File: config.mk
export PLATFORM = sky130hd
export DESIGN_NAME = rdr_ctrl
export DESIGN_NICKNAME = d
export VERILOG_FILES = /design/src/rtl/rdr_pkg.sv /design/src/rtl/rdr_ctrl.sv
export SDC_FILE = /design/constraint.sdc
export NUM_CORES = 1
export LEC_CHECK = 0
export ABC_AREA = 1
export BUFFER_PORTS_ARGS = -buffer_cell sky130_fd_sc_hd__buf_2
export CORE_MARGIN = 4
export CORE_UTILIZATION = 35
export CTS_BUF_LIST = sky130_fd_sc_hd__clkbuf_4 sky130_fd_sc_hd__clkbuf_8 sky130_fd_sc_hd__clkbuf_16
export CTS_CLUSTER_DIAMETER = 30
export DETAILED_ROUTE_END_ITERATION = 12
export GPL_TIMING_DRIVEN = 0
export PLACE_DENSITY = 0.48
export SLEW_MARGIN = 20
export SYNTH_ARGS = -nofsm -noshare
export SYNTH_HDL_FRONTEND = slang
export SYNTH_SLANG_ARGS = --single-unit
export TNS_END_PERCENT = 50
File: constraint.sdc
create_clock -name ref_clk -period 3.9 [get_ports ref_clk]
set_input_delay 0.975 -clock ref_clk [delete_from_list [all_inputs] [get_ports ref_clk]]
set_output_delay 0.975 -clock ref_clk [all_outputs]
set_load 0.005 [all_outputs]
File: src/rtl/rdr_pkg.sv
/*
  Shared constants and types of the redriver control block: strap levels, per-channel setting
  word, detect modes and states, register offsets, reset values and detect timing.
  Assumes a 125 MHz reference clock and five-level straps already resolved to a level code.
*/
package rdr_pkg;

  // ****************************************************************
  // Sizes and strap levels
  // ****************************************************************
  localparam int         CH_NUM  = 8;
  localparam int         BANK_CH = 4;
  localparam logic [2:0] LVL_L0  = 3'h0;
  localparam logic [2:0] LVL_L1  = 3'h1;
  localparam logic [2:0] LVL_L2  = 3'h2;
  localparam logic [2:0] LVL_L3  = 3'h3;
  localparam logic [2:0] LVL_L4  = 3'h4;

  // ****************************************************************
  // Carriers
  // ****************************************************************
  typedef struct packed {
    logic [2:0] bank0_boost_strap_low;
    logic [2:0] bank0_boost_strap_high;
    logic [2:0] bank1_boost_strap_low;
    logic [2:0] bank1_boost_strap_high;
    logic [2:0] bank0_level_strap;
    logic [2:0] bank1_level_strap;
    logic [2:0] termination_probe_strap;
  } rdr_strap_t;

  typedef struct packed {
    logic [3:0] first_boost_code;
    logic [2:0] second_boost_code;
    logic [3:0] midband_shape_code;
    logic       first_boost_skip;
    logic [2:0] flat_gain_code;
  } rdr_ch_cfg_t;

  typedef enum logic [1:0] {
    DM_OFF   = 2'b00,
    DM_THREE = 2'b01,
    DM_TWO   = 2'b10,
    DM_ONE   = 2'b11
  } rdr_det_mode_t;

  typedef enum logic [1:0] {
    DET_IDLE  = 2'b00,
    DET_WAIT  = 2'b01,
    DET_PROBE = 2'b10,
    DET_DONE  = 2'b11
  } rdr_det_st_t;

  // ****************************************************************
  // Register map and reset values
  // ****************************************************************
  localparam logic [7:0]  ADDR_CTRL    = 8'h00;
  localparam logic [7:0]  ADDR_STATUS  = 8'h04;
  localparam logic [7:0]  ADDR_CH_BASE = 8'h08;
  localparam int          CHF_CFG_LSB  = 0;
  localparam int          CHF_DM_LSB   = 16;
  localparam rdr_ch_cfg_t CFG_DEFAULT  = '{4'h0, 3'h0, 4'h0, 1'b1, 3'h5};
  localparam logic [2:0]  GAIN_DEFAULT = 3'h5;

  // ****************************************************************
  // Timing
  // ****************************************************************
  localparam int CLK_MHZ      = 125;
  localparam int POLL_TIME_US = 150;
  localparam int POLL_CYC     = POLL_TIME_US * CLK_MHZ;
  localparam int PD_RESTART_US = 200;
  localparam int CAP_DELAY    = 2;

endpackage : rdr_pkg

File: src/rtl/rdr_ctrl.sv
/*
  Control logic of an eight-channel linear redriver: strap decode of boost and flat gain,
  per-channel register settings, receiver-detect machines, bank power-down and crosspoint select.
  Assumes straps, sideband pins and far-end detect results arrive asynchronously, and a
  simple register master on ref_clk.
*/
// Behaviour
// - Bank boost from its own strap pair
// - Register mode: per-channel boost setting
// - Profile settable only in register mode
// - Upper L0: codes 0,1,3, bypass set
// - Upper L1: codes 0-4, profiles 1,1,1,3,3
// - Upper L2: codes 5,6,8,10,10 table
// - Upper L3: codes 11-15, second 3-7
// - Bank gain from its own gain strap
// - Gain levels L0-L4 map to 0,1,3,7,5
// - Register mode: per-channel flat gain
// - Detect restarts at power-up, pd/select toggle
// - Detect strap L0: always 50 ohm
// - Strap L1: three detections then 50 ohm
// - Strap L2: two detections then 50 ohm
// - Float: poll every 150 us until found
// - Bank 0 power-down resets, Hi-Z termination
// - Bank 1 power-down resets, Hi-Z termination
// - Register mode: per-channel detect behaviour
// - Two selects drive straight or crossed paths
// - Detect enabled for L1, L2, float
// - Straps sampled once after power-up only
`timescale 1ns/1ps
module rdr_ctrl #(
  parameter int POLL_CYCLES = rdr_pkg::POLL_CYC
) (
  input  wire logic                              ref_clk,
  input  wire logic                              rstn,
  input  wire rdr_pkg::rdr_strap_t               strap_pins,
  input  wire logic                              bank0_powerdown_in,
  input  wire logic                              bank1_powerdown_in,
  input  wire logic                              crossover_select_a,
  input  wire logic                              crossover_select_b,
  input  wire logic [rdr_pkg::CH_NUM-1:0]        far_end_present,
  input  wire logic [7:0]                        reg_addr,
  input  wire logic [31:0]                       reg_wdata,
  input  wire logic                              reg_wr,
  input  wire logic                              reg_rd,
  output logic      [31:0]                       reg_rdata_ff,
  output rdr_pkg::rdr_ch_cfg_t [rdr_pkg::CH_NUM-1:0] chan_cfg_ff,
  output logic      [rdr_pkg::CH_NUM-1:0]        term_50_ff,
  output logic      [rdr_pkg::CH_NUM-1:0]        path_reset_ff,
  output logic      [rdr_pkg::CH_NUM-1:0]        probe_ff,
  output logic      [1:0]                        crossover_ff
);

  localparam int CNT_W = $clog2(POLL_CYCLES + 1);

  // ****************************************************************
  // Decode functions
  // ****************************************************************
  function automatic rdr_pkg::rdr_ch_cfg_t eq_decode(input logic [2:0] hi, input logic [2:0] lo,
                                                     input logic [2:0] gain);
    rdr_pkg::rdr_ch_cfg_t c;
    logic [2:0] h;
    logic [2:0] l;
    c = rdr_pkg::CFG_DEFAULT;
    // Codes above L4 cannot come from a divider; they are read as floating.
    h = (hi > rdr_pkg::LVL_L4) ? rdr_pkg::LVL_L4 : hi;
    l = (lo > rdr_pkg::LVL_L4) ? rdr_pkg::LVL_L4 : lo;
    unique case ({h, l})
      {3'h0, 3'h0}: c = '{4'h0, 3'h0, 4'h0, 1'b1, 3'h0};
      {3'h0, 3'h1}: c = '{4'h1, 3'h0, 4'h0, 1'b1, 3'h0};
      {3'h0, 3'h2}: c = '{4'h3, 3'h0, 4'h0, 1'b1, 3'h0};
      {3'h1, 3'h0}: c = '{4'h0, 3'h0, 4'h1, 1'b0, 3'h0};
      {3'h1, 3'h1}: c = '{4'h1, 3'h0, 4'h1, 1'b0, 3'h0};
      {3'h1, 3'h2}: c = '{4'h2, 3'h0, 4'h1, 1'b0, 3'h0};
      {3'h1, 3'h3}: c = '{4'h3, 3'h0, 4'h3, 1'b0, 3'h0};
      {3'h1, 3'h4}: c = '{4'h4, 3'h0, 4'h3, 1'b0, 3'h0};
      {3'h2, 3'h0}: c = '{4'h5, 3'h1, 4'h7, 1'b0, 3'h0};
      {3'h2, 3'h1}: c = '{4'h6, 3'h1, 4'h7, 1'b0, 3'h0};
      {3'h2, 3'h2}: c = '{4'h8, 3'h1, 4'h7, 1'b0, 3'h0};
      {3'h2, 3'h3}: c = '{4'ha, 3'h1, 4'h7, 1'b0, 3'h0};
      {3'h2, 3'h4}: c = '{4'ha, 3'h2, 4'hf, 1'b0, 3'h0};
      {3'h3, 3'h0}: c = '{4'hb, 3'h3, 4'hf, 1'b0, 3'h0};
      {3'h3, 3'h1}: c = '{4'hc, 3'h4, 4'hf, 1'b0, 3'h0};
      {3'h3, 3'h2}: c = '{4'hd, 3'h5, 4'hf, 1'b0, 3'h0};
      {3'h3, 3'h3}: c = '{4'he, 3'h6, 4'hf, 1'b0, 3'h0};
      {3'h3, 3'h4}: c = '{4'hf, 3'h7, 4'hf, 1'b0, 3'h0};
      default:      c = rdr_pkg::CFG_DEFAULT;
    endcase
    // Strap settings keep the fixed trace-matched profile of the table above.
    c.flat_gain_code = gain_decode(gain);
    return c;
  endfunction : eq_decode

  function automatic logic [2:0] gain_decode(input logic [2:0] lvl);
    logic [2:0] g;
    g = rdr_pkg::GAIN_DEFAULT;
    unique case (lvl)
      rdr_pkg::LVL_L0: g = 3'h0;
      rdr_pkg::LVL_L1: g = 3'h1;
      rdr_pkg::LVL_L2: g = 3'h3;
      rdr_pkg::LVL_L3: g = 3'h7;
      default:         g = 3'h5;
    endcase
    return g;
  endfunction : gain_decode

  function automatic rdr_pkg::rdr_det_mode_t dm_decode(input logic [2:0] lvl);
    rdr_pkg::rdr_det_mode_t m;
    m = rdr_pkg::DM_ONE;
    unique case (lvl)
      rdr_pkg::LVL_L0: m = rdr_pkg::DM_OFF;
      rdr_pkg::LVL_L1: m = rdr_pkg::DM_THREE;
      rdr_pkg::LVL_L2: m = rdr_pkg::DM_TWO;
      // The reserved level behaves as floating so the link still comes up.
      default:         m = rdr_pkg::DM_ONE;
    endcase
    return m;
  endfunction : dm_decode

  function automatic logic [1:0] dm_need(input rdr_pkg::rdr_det_mode_t m);
    return (m == rdr_pkg::DM_THREE) ? 2'h3 : ((m == rdr_pkg::DM_TWO) ? 2'h2 : 2'h1);
  endfunction : dm_need

  // ****************************************************************
  // Input synchronisers
  // ****************************************************************
  rdr_pkg::rdr_strap_t        strap_s1_ff;
  rdr_pkg::rdr_strap_t        strap_s2_ff;
  logic [5:0]                 side_s1_ff;
  logic [5:0]                 side_s2_ff;
  logic [5:0]                 side_q_ff;
  logic [rdr_pkg::CH_NUM-1:0] far_s1_ff;
  logic [rdr_pkg::CH_NUM-1:0] far_s2_ff;
  logic [1:0]                 pd_s;
  logic [1:0]                 sel_s;
  logic [1:0]                 restart;

  always_ff @(posedge ref_clk or negedge rstn) begin
    if (!rstn) begin
      strap_s1_ff <= '0;
      strap_s2_ff <= '0;
      side_s1_ff  <= 6'h00;
      side_s2_ff  <= 6'h00;
      side_q_ff   <= 6'h00;
      far_s1_ff   <= '0;
      far_s2_ff   <= '0;
    end else begin
      strap_s1_ff <= strap_pins;
      strap_s2_ff <= strap_s1_ff;
      side_s1_ff  <= {2'b00, crossover_select_b, crossover_select_a,
                      bank1_powerdown_in, bank0_powerdown_in};
      side_s2_ff  <= side_s1_ff;
      side_q_ff   <= side_s2_ff;
      far_s1_ff   <= far_end_present;
      far_s2_ff   <= far_s1_ff;
    end
  end

  assign pd_s  = side_s2_ff[1:0];
  assign sel_s = side_s2_ff[3:2];
  // Release of a bank's power-down pin, or either edge of its select pin, restarts that bank's detection.
  assign restart = (side_s2_ff[1:0] ^ side_q_ff[1:0]) |
                   (side_s2_ff[3:2] ^ side_q_ff[3:2]);

  // ****************************************************************
  // Strap capture, once after reset release
  // ****************************************************************
  logic [1:0]                 cap_cnt_ff;
  logic                       cap_done_ff;
  rdr_pkg::rdr_ch_cfg_t [1:0] strap_cfg_ff;
  rdr_pkg::rdr_det_mode_t     strap_dm_ff;

  always_ff @(posedge ref_clk or negedge rstn) begin
    if (!rstn) begin
      cap_cnt_ff   <= 2'h0;
      cap_done_ff  <= 1'b0;
      strap_cfg_ff <= {rdr_pkg::CFG_DEFAULT, rdr_pkg::CFG_DEFAULT};
      strap_dm_ff  <= rdr_pkg::DM_ONE;
    end else if (!cap_done_ff) begin
      // Wait for the synchronisers to fill, then latch for good.
      if (cap_cnt_ff == 2'(rdr_pkg::CAP_DELAY)) begin
        cap_done_ff     <= 1'b1;
        strap_cfg_ff[0] <= eq_decode(strap_s2_ff.bank0_boost_strap_high,
                                     strap_s2_ff.bank0_boost_strap_low,
                                     strap_s2_ff.bank0_level_strap);
        strap_cfg_ff[1] <= eq_decode(strap_s2_ff.bank1_boost_strap_high,
                                     strap_s2_ff.bank1_boost_strap_low,
                                     strap_s2_ff.bank1_level_strap);
        strap_dm_ff     <= dm_decode(strap_s2_ff.termination_probe_strap);
      end else begin
        cap_cnt_ff <= cap_cnt_ff + 2'h1;
      end
    end
  end

  // ****************************************************************
  // Register file
  // ****************************************************************
  logic                   reg_mode_ff;
  rdr_pkg::rdr_ch_cfg_t   reg_cfg_ff [rdr_pkg::CH_NUM];
  rdr_pkg::rdr_det_mode_t reg_dm_ff  [rdr_pkg::CH_NUM];
  logic [31:0]            nxt_rdata;

  function automatic logic ch_hit(input logic [7:0] a, input int ch);
    return a == (rdr_pkg::ADDR_CH_BASE + 8'(ch * 4));
  endfunction : ch_hit

  always_ff @(posedge ref_clk or negedge rstn) begin
    if (!rstn) begin
      reg_mode_ff <= 1'b0;
    end else if (reg_wr && reg_addr == rdr_pkg::ADDR_CTRL) begin
      reg_mode_ff <= reg_wdata[0];
    end
  end

  generate
    for (genvar r = 0; r < rdr_pkg::CH_NUM; r++) begin : g_reg
      always_ff @(posedge ref_clk or negedge rstn) begin
        if (!rstn) begin
          reg_cfg_ff[r] <= rdr_pkg::CFG_DEFAULT;
          reg_dm_ff[r]  <= rdr_pkg::DM_ONE;
        end else if (reg_wr && ch_hit(reg_addr, r)) begin
          reg_cfg_ff[r] <= rdr_pkg::rdr_ch_cfg_t'(reg_wdata[rdr_pkg::CHF_CFG_LSB +: 15]);
          reg_dm_ff[r]  <= rdr_pkg::rdr_det_mode_t'(reg_wdata[rdr_pkg::CHF_DM_LSB +: 2]);
        end
      end
    end
  endgenerate

  always_comb begin
    nxt_rdata = 32'h0000_0000;
    if (reg_addr == rdr_pkg::ADDR_CTRL) begin
      nxt_rdata = {31'h0, reg_mode_ff};
    end else if (reg_addr == rdr_pkg::ADDR_STATUS) begin
      nxt_rdata = {24'h0, term_50_ff};
    end else begin
      for (int k = 0; k < rdr_pkg::CH_NUM; k++) begin
        if (ch_hit(reg_addr, k)) begin
          nxt_rdata = {14'h0, reg_dm_ff[k], 1'b0, reg_cfg_ff[k]};
        end
      end
    end
  end

  // Read data stand for exactly the cycle after the read strobe.
  always_ff @(posedge ref_clk or negedge rstn) begin
    if (!rstn) begin
      reg_rdata_ff <= 32'h0000_0000;
    end else begin
      reg_rdata_ff <= reg_rd ? nxt_rdata : 32'h0000_0000;
    end
  end

  // ****************************************************************
  // Receiver-detect machines and channel outputs
  // ****************************************************************
  rdr_pkg::rdr_det_st_t   st_ff   [rdr_pkg::CH_NUM];
  logic [CNT_W-1:0]       cnt_ff  [rdr_pkg::CH_NUM];
  logic [1:0]             hits_ff [rdr_pkg::CH_NUM];
  rdr_pkg::rdr_det_mode_t dm_eff  [rdr_pkg::CH_NUM];

  generate
    for (genvar i = 0; i < rdr_pkg::CH_NUM; i++) begin : g_ch
      localparam int B = i / rdr_pkg::BANK_CH;
      logic       poll_end;
      logic [1:0] nxt_hits;

      assign dm_eff[i] = reg_mode_ff ? reg_dm_ff[i] : strap_dm_ff;
      assign poll_end  = (cnt_ff[i] == CNT_W'(POLL_CYCLES - 1));
      assign nxt_hits  = hits_ff[i] + 2'h1;

      always_ff @(posedge ref_clk or negedge rstn) begin
        if (!rstn) begin
          st_ff[i]   <= rdr_pkg::DET_IDLE;
          cnt_ff[i]  <= '0;
          hits_ff[i] <= 2'h0;
        end else if (pd_s[B]) begin
          st_ff[i]   <= rdr_pkg::DET_IDLE;
          cnt_ff[i]  <= '0;
          hits_ff[i] <= 2'h0;
        end else if (restart[B]) begin
          st_ff[i]   <= rdr_pkg::DET_WAIT;
          cnt_ff[i]  <= '0;
          hits_ff[i] <= 2'h0;
        end else begin
          unique case (st_ff[i])
            rdr_pkg::DET_IDLE: begin
              if (cap_done_ff) begin
                st_ff[i] <= rdr_pkg::DET_WAIT;
              end
            end
            rdr_pkg::DET_WAIT: begin
              if (dm_eff[i] != rdr_pkg::DM_OFF && poll_end) begin
                st_ff[i]  <= rdr_pkg::DET_PROBE;
                cnt_ff[i] <= '0;
              end else if (!poll_end) begin
                cnt_ff[i] <= cnt_ff[i] + CNT_W'(1);
              end
            end
            rdr_pkg::DET_PROBE: begin
              // Any miss clears the run, so only back-to-back detections count.
              if (far_s2_ff[i]) begin
                hits_ff[i] <= nxt_hits;
                st_ff[i]   <= (nxt_hits >= dm_need(dm_eff[i])) ?
                              rdr_pkg::DET_DONE : rdr_pkg::DET_WAIT;
              end else begin
                hits_ff[i] <= 2'h0;
                st_ff[i]   <= rdr_pkg::DET_WAIT;
              end
            end
            rdr_pkg::DET_DONE: begin
              st_ff[i] <= rdr_pkg::DET_DONE;
            end
          endcase
        end
      end

      always_ff @(posedge ref_clk or negedge rstn) begin
        if (!rstn) begin
          term_50_ff[i]    <= 1'b0;
          path_reset_ff[i] <= 1'b1;
          probe_ff[i]      <= 1'b0;
          chan_cfg_ff[i]   <= rdr_pkg::CFG_DEFAULT;
        end else begin
          term_50_ff[i]    <= !pd_s[B] && (dm_eff[i] == rdr_pkg::DM_OFF ||
                                           st_ff[i] == rdr_pkg::DET_DONE);
          path_reset_ff[i] <= pd_s[B];
          probe_ff[i]      <= !pd_s[B] && !restart[B] && poll_end &&
                              st_ff[i] == rdr_pkg::DET_WAIT &&
                              dm_eff[i] != rdr_pkg::DM_OFF;
          chan_cfg_ff[i]   <= reg_mode_ff ? reg_cfg_ff[i] : strap_cfg_ff[B];
        end
      end
    end
  endgenerate

  always_ff @(posedge ref_clk or negedge rstn) begin
    if (!rstn) begin
      crossover_ff <= 2'b00;
    end else begin
      crossover_ff <= sel_s;
    end
  end
endmodule : rdr_ctrl

Yosys cells after proc, flatten, opt, wreduce, memory -nomap -nowiden
Memory sizes are Yosys's and may differ from the RTL's. Index checks and enable logic that the tools add are counted.

$lt $le $gt $ge: 12. $mul: 0. Shift-type cells: 0. Muxes and demuxes: 175. Reduce and logical (&&, ||, !) cells: 125. Equality and inequality tests: 90. Bitwise gates (word level): 5. Add/sub/neg operators: 17. Div/mod/pow operators: 0.

Operators by type and width (count): two-way mux 15 bit (50); two-way mux 32 bit (10); two-way mux 2 bit (97); adder 15 x 1 -> 15 bit (second input constant) (8); equality test 15 bit (second input constant) (8); != test 4 bit (second input constant) (16); one-hot mux 2 bit (4 select lines) (8); logical AND 1 bit (51); equality test 2 bit (second input constant) (25); nonzero test 3 bit (16); AND reduction 2 bit (18); equality test 2 x 1 -> 1 bit (second input constant) (16); equality test 8 x 5 -> 1 bit (second input constant) (4); logical NOT 2 bit (16); != test 4 x 3 -> 1 bit (second input constant) (8); one-hot mux 3 bit (4 select lines) (2); adder 2 x 1 -> 2 bit (second input constant) (9); two-way mux 18 bit (1); equality test 8 x 4 -> 1 bit (second input constant) (2); equality test 8 x 6 -> 1 bit (second input constant) (2); greater-or-equal comparator 2 bit (8); nonzero test 2 bit (8); equality test 3 x 2 -> 1 bit (second input constant) (5); > comparator 3 bit (second input constant) (4); other kinds (12) (32).

Output and inout port bits: 178. Bits in writable memories: 0. Memories: 2. Word-level logic and storage cells: 591. Latch bits: 0. Bits in read-only memories: 896. Register bits: 566.

Memories: (no name shown) (words 32, bits a word 14, rd ports 1, clocked after memory_dff 0, wr ports 0, line rdr_ctrl.sv:67) `unique case ({h, l})`; (no name shown) (words 32, bits a word 14, rd ports 1, clocked after memory_dff 0, wr ports 0, line rdr_ctrl.sv:67).

Logic depth before layout (Yosys ltp)
Depth after elaboration: 12. Depth in mapped cells: 13. Depth with buffers taken out: 13.

Least setup slack after synthesis
Ideal clock, no wire load.

Kind: input -> register. Start: input port reg_addr[6]. End: register reg_rdata_ff[14]. Cell stages on the path: 10. Buffers on the path: 0. Setup slack: 1695 ps. Arrival: 2079 ps. Setup time: 126 ps. Path through: inv_1 nand2_2 nor2_2 inv_1 nor2_2 inv_1 nand2_1 inv_2 o21ai_0 a21oi_1.

Word-level cells in the longest chain between the ends: 12. Elaborated cells between the ends (all ways): 21.

RTL lines: start: declaration (line rdr_ctrl.sv:41) `input wire logic [7:0] reg_addr,`; equality test 8 x 4 -> 1 bit (line rdr_ctrl.sv:204) `return a == (rdr_pkg::ADDR_CH_BASE + 8'(ch * 4));`; two-way mux 18 bit (line rdr_ctrl.sv:237) `if (ch_hit(reg_addr, k)) begin`; two-way mux 32 bit (7 in a row) (line rdr_ctrl.sv:237); two-way mux 32 bit (line rdr_ctrl.sv:233) `end else if (reg_addr == rdr_pkg::ADDR_STATUS) begin`; two-way mux 32 bit (*) (line rdr_ctrl.sv:231) `if (reg_addr == rdr_pkg::ADDR_CTRL) begin`; two-way mux 32 bit (*) (line rdr_ctrl.sv:249) `reg_rdata_ff <= reg_rd ? nxt_rdata : 32'h0000_0000;`; end signal: assignment (line rdr_ctrl.sv:249); end: declaration (line rdr_ctrl.sv:45) `output logic [31:0] reg_rdata_ff,`.

Every way passes the cells marked *; elsewhere a longest branch is shown, timed or not. A chain may end at the register's enable or synchronous reset.

Worst setup path after layout
Start: register reg_mode_ff. End: register cnt_ff[100] (netlist bit).

Word-level cells in the longest chain between the ends: 7. Elaborated cells between the ends (all ways): 9.

RTL lines: start: declaration (line rdr_ctrl.sv:198) `logic reg_mode_ff;`; start signal: assignment (line rdr_ctrl.sv:211) `reg_mode_ff <= reg_wdata[0];`; two-way mux 2 bit (*) (line rdr_ctrl.sv:267) `assign dm_eff[i] = reg_mode_ff ? reg_dm_ff[i] : strap_dm_ff;`; nonzero test 2 bit (*) (line rdr_ctrl.sv:292) `if (dm_eff[i] != rdr_pkg::DM_OFF && poll_end) begin`; logical AND 1 bit (*) (line rdr_ctrl.sv:292); two-way mux 15 bit (line rdr_ctrl.sv:292); two-way mux 15 bit (line rdr_ctrl.sv:285) `unique case (st_ff[i])`; two-way mux 15 bit (line rdr_ctrl.sv:280) `end else if (restart[B]) begin`; two-way mux 15 bit (line rdr_ctrl.sv:276) `end else if (pd_s[B]) begin`; end signal: indexed assignment (line rdr_ctrl.sv:296) `cnt_ff[i] <= cnt_ff[i] + CNT_W'(1);`; end: declaration (line rdr_ctrl.sv:257) `logic [CNT_W-1:0] cnt_ff [rdr_pkg::CH_NUM];`.

Every way passes the cells marked *; elsewhere a longest branch is shown, timed or not. The select of a mux whose other input is x is not followed.

==> impl_metrics.toml <==
[synthesis]
synthArstFlopShare_pct = 100
ys_warn_count = 0
netlist_area_um2 = 25600
yosys.area.top_type = "dfrtp_1"
netlist.area_leader.share_pct = 46.5
yosysSeqAreaShare_pct = 54.1
synth_edf_count = 0
syn_inst = 2995
synth-seq-cells = 549
avgSynthCellArea_um2 = 8.53
ys.flop_type = "dfrtp_1"
synthDistinctLibCells = 50
synthTopCellsByArea = "dfrtp_1, nand2_1, dfstp_2, o21ai_0, inv_1"

[global_routing]
grt_max_degree = 103
use_met2_pct = 36.2
track_usage_pct = 21.9
use_met3_pct = 4.22
gr-max-usage-layer = "met2"
use_met1_pct = 28.4
grt_overflow = 0
grt_pass1_vias = 22700
antenna_found_initial = 2
grt_pass1_wl_um = 132000

[clock_network]
clockRootBuffer = "clkbuf_16"
clockBufferDepth = 3
clock-sinks = 549
clkSlewWorstSetupHoldPaths_ns = 0.04
cts_buffers = 136
cts_tree = "built"
post-cts-setup-buffer-count = 0
ctsResizeCount = 0
clock_latency_ns = 0.71
cts_hold_buf = 0
htree_levels = 4

[layout]
seq_area_um2 = 13800
final_util_pct = 45.8
multiInputGateArea_um2 = 9920
n_fill_cell = 7036
stdcell_count = 4434
layout_common_cells = "nand2_1, dfrtp_1, inv_1"
antennaDiodeCount = 0
drive_above_1_share_pct = 18.6
num-nets-final = 3509
syn_to_final_growth_pct = 29.1
final_common_cell = "nand2_1"

[routing]
dr.pass1.iters = 7
detail-route-antenna-nets = 0
wl_per_cell_um = 19.3
vias_per_cell = 5.02
wirelength_um = 85600
drc = 0
drtIter0Drc = 1779
num_vias = 22200

[floorplan]
ios = 255
rows = 98
fp.dieW_um = 278
start_util_pct = 35.5
die_h_um = 278
die_area_um2 = 77400
coreArea_um2 = 72000

[timing]
setup_viol = 0
finalMaxSlewViolations = 0
fin_crit_sh_pct = 85.9
max_freq_mhz = 299
hold_slack_ns = 0.212
slew_headroom_pct = 36.0
setup_slack_ns = 0.551
hold_viol = 0
rsz0062_at_grt = "no"
skew_ns = 0.0301
tightest_slew_ns = 0.950
fin_crit_ns = 3.35

[worst_setup_path]
start_kind = "flip-flop"
path_class = "flip-flop to flip-flop"
crit_start = "reg_mode_ff$_DFFE_PN0P_"
r2r_start = "reg_mode_ff$_DFFE_PN0P_"
rrSetupSlack_ns = 0.55
crit_fanout = 10
cp.required_ns = 4.44
critPathArrivalTime_ns = 3.89
worstSetupEndpointType = "flip-flop"

[power_and_ir_drop]
seq_power_share_pct = 32.2
vdd_ir_drop_max_mv = 0.352
powerDensity_nw_per_um2 = 582
p_int_mw = 14.7
clock_power_share_pct = 61.9
leakage_nw = 15.4
p_switching_mw = 4.46
netSwitchingFraction_pct = 23.2
comb_power_share_pct = 5.9

[place]
gp_congestion = 0.894
dp_cells = 4188
dp_hpwl_um = 63000
dp_slack_ns = 0.608
port_buffers = 223

[run]
max_cap_violations = 0

[hold_path]
hp-class = "input port to asynchronous set/reset pin"

[status]
status = "completed"
critical path: stages, from the launching register on:
cell and delay (ns):
dfrtp_1 0.39, clkbuf_1 0.55, clkbuf_1 0.65, a21oi_1 0.33, ha_1 0.33, inv_1 0.13, nand3_1 0.16, o21ai_0 0.54
nor2_1 0.12
area by class of cell:
class	instances	share of cell area [%]
inverters	337	3.83
clock inverters	65	2.89
plain buffers	118	1.79
flip-flops and latches	549	41.9
multi-input cells	2005	30.1
clock buffers	181	12.0
repair buffers	229	3.91
well taps	950	3.60
Yosys cell counts (6+ instances only):
cell      number
nand2_1      779
dfrtp_1      475
inv_1        321
o21ai_0      299
nand3_1      191
nor2_1       184
a21oi_1      109
nor3_1        81
nand4_1       79
dfstp_2       74
xor2_1        64
clkbuf_1      58
ha_1          56
buf_4         26
buf_2         23
nor4_1        19
o21ai_1       18
o22ai_1       15
xnor2_1       13
inv_2         10
nor2_2         9
buf_1          8
o31ai_1        8
nand2_2        7
nor3b_1        7
clkinv_1       6
nand3b_1       6
or2_2          6
metal layers:
metal	part of all wire [%]	vias to the layer above
met4	3.3	0
met1	43	10800
li1	-	10500
met3	5.5	155
met2	48	714
met5	0	-
flip-flops by register name (all words and copies together) (netlist names), 3 cells and up:
signal,flops
strap_cfg_ff,30
far_s2_ff,8
side_s2_ff,4
st_ff,16
reg_rdata_ff,17
side_q_ff,3
chan_cfg_ff,120
cnt_ff,120
side_s1_ff,4
hits_ff,16
term_50_ff,8
reg_dm_ff,16
strap_s1_ff,21
reg_cfg_ff,120
strap_s2_ff,21
probe_ff,8
far_s1_ff,8
per-stage QoR:
stage          setup TNS, ns  cell area [um2]  power, mW
4_1_cts                    0            33000       19.4
3_5_place_dp               0            28100       7.41
2_1_floorplan              0            25600       6.76
6_report                   0            33000       19.2
3_3_place_gp        -4960.97            27900       7.38
5_1_grt                    0            33000       19.9
cells by family after synthesis:
logic type,synth area share [%]
xor+xnor,2.75
compound gates,9.79
fa+ha+maj,2.74
buf+inv,7.27
flops,54.1
simple gates,23.3
other cells,0.0147
power groups by stage:
stage	sequential [mW]	clock (mW)	combinational, mW
6_report	6.19	11.9	1.13
5_1_grt	6.22	12.4	1.27
4_1_cts	6.19	12.1	1.15
3_5_place_dp	6.27	0	1.14
3_3_place_gp	6.27	0	1.11
2_1_floorplan	6.23	0	0.537
worst paths after layout:
check,endpoint,cells past startpoint
max in group asynchronous,cnt_ff[30]$_DFFE_PN0P_,3
hold / removal,strap_s2_ff[16]$_DFF_PN0_,1
hold reg to reg,strap_s2_ff[0]$_DFF_PN0_,0
min in group ref_clk,strap_s2_ff[0]$_DFF_PN0_,0
setup / recovery,cnt_ff[100]$_DFFE_PN0P_,8
setup reg to reg,cnt_ff[100]$_DFFE_PN0P_,8
Note: power is estimated with default switching activity, not from simulation.
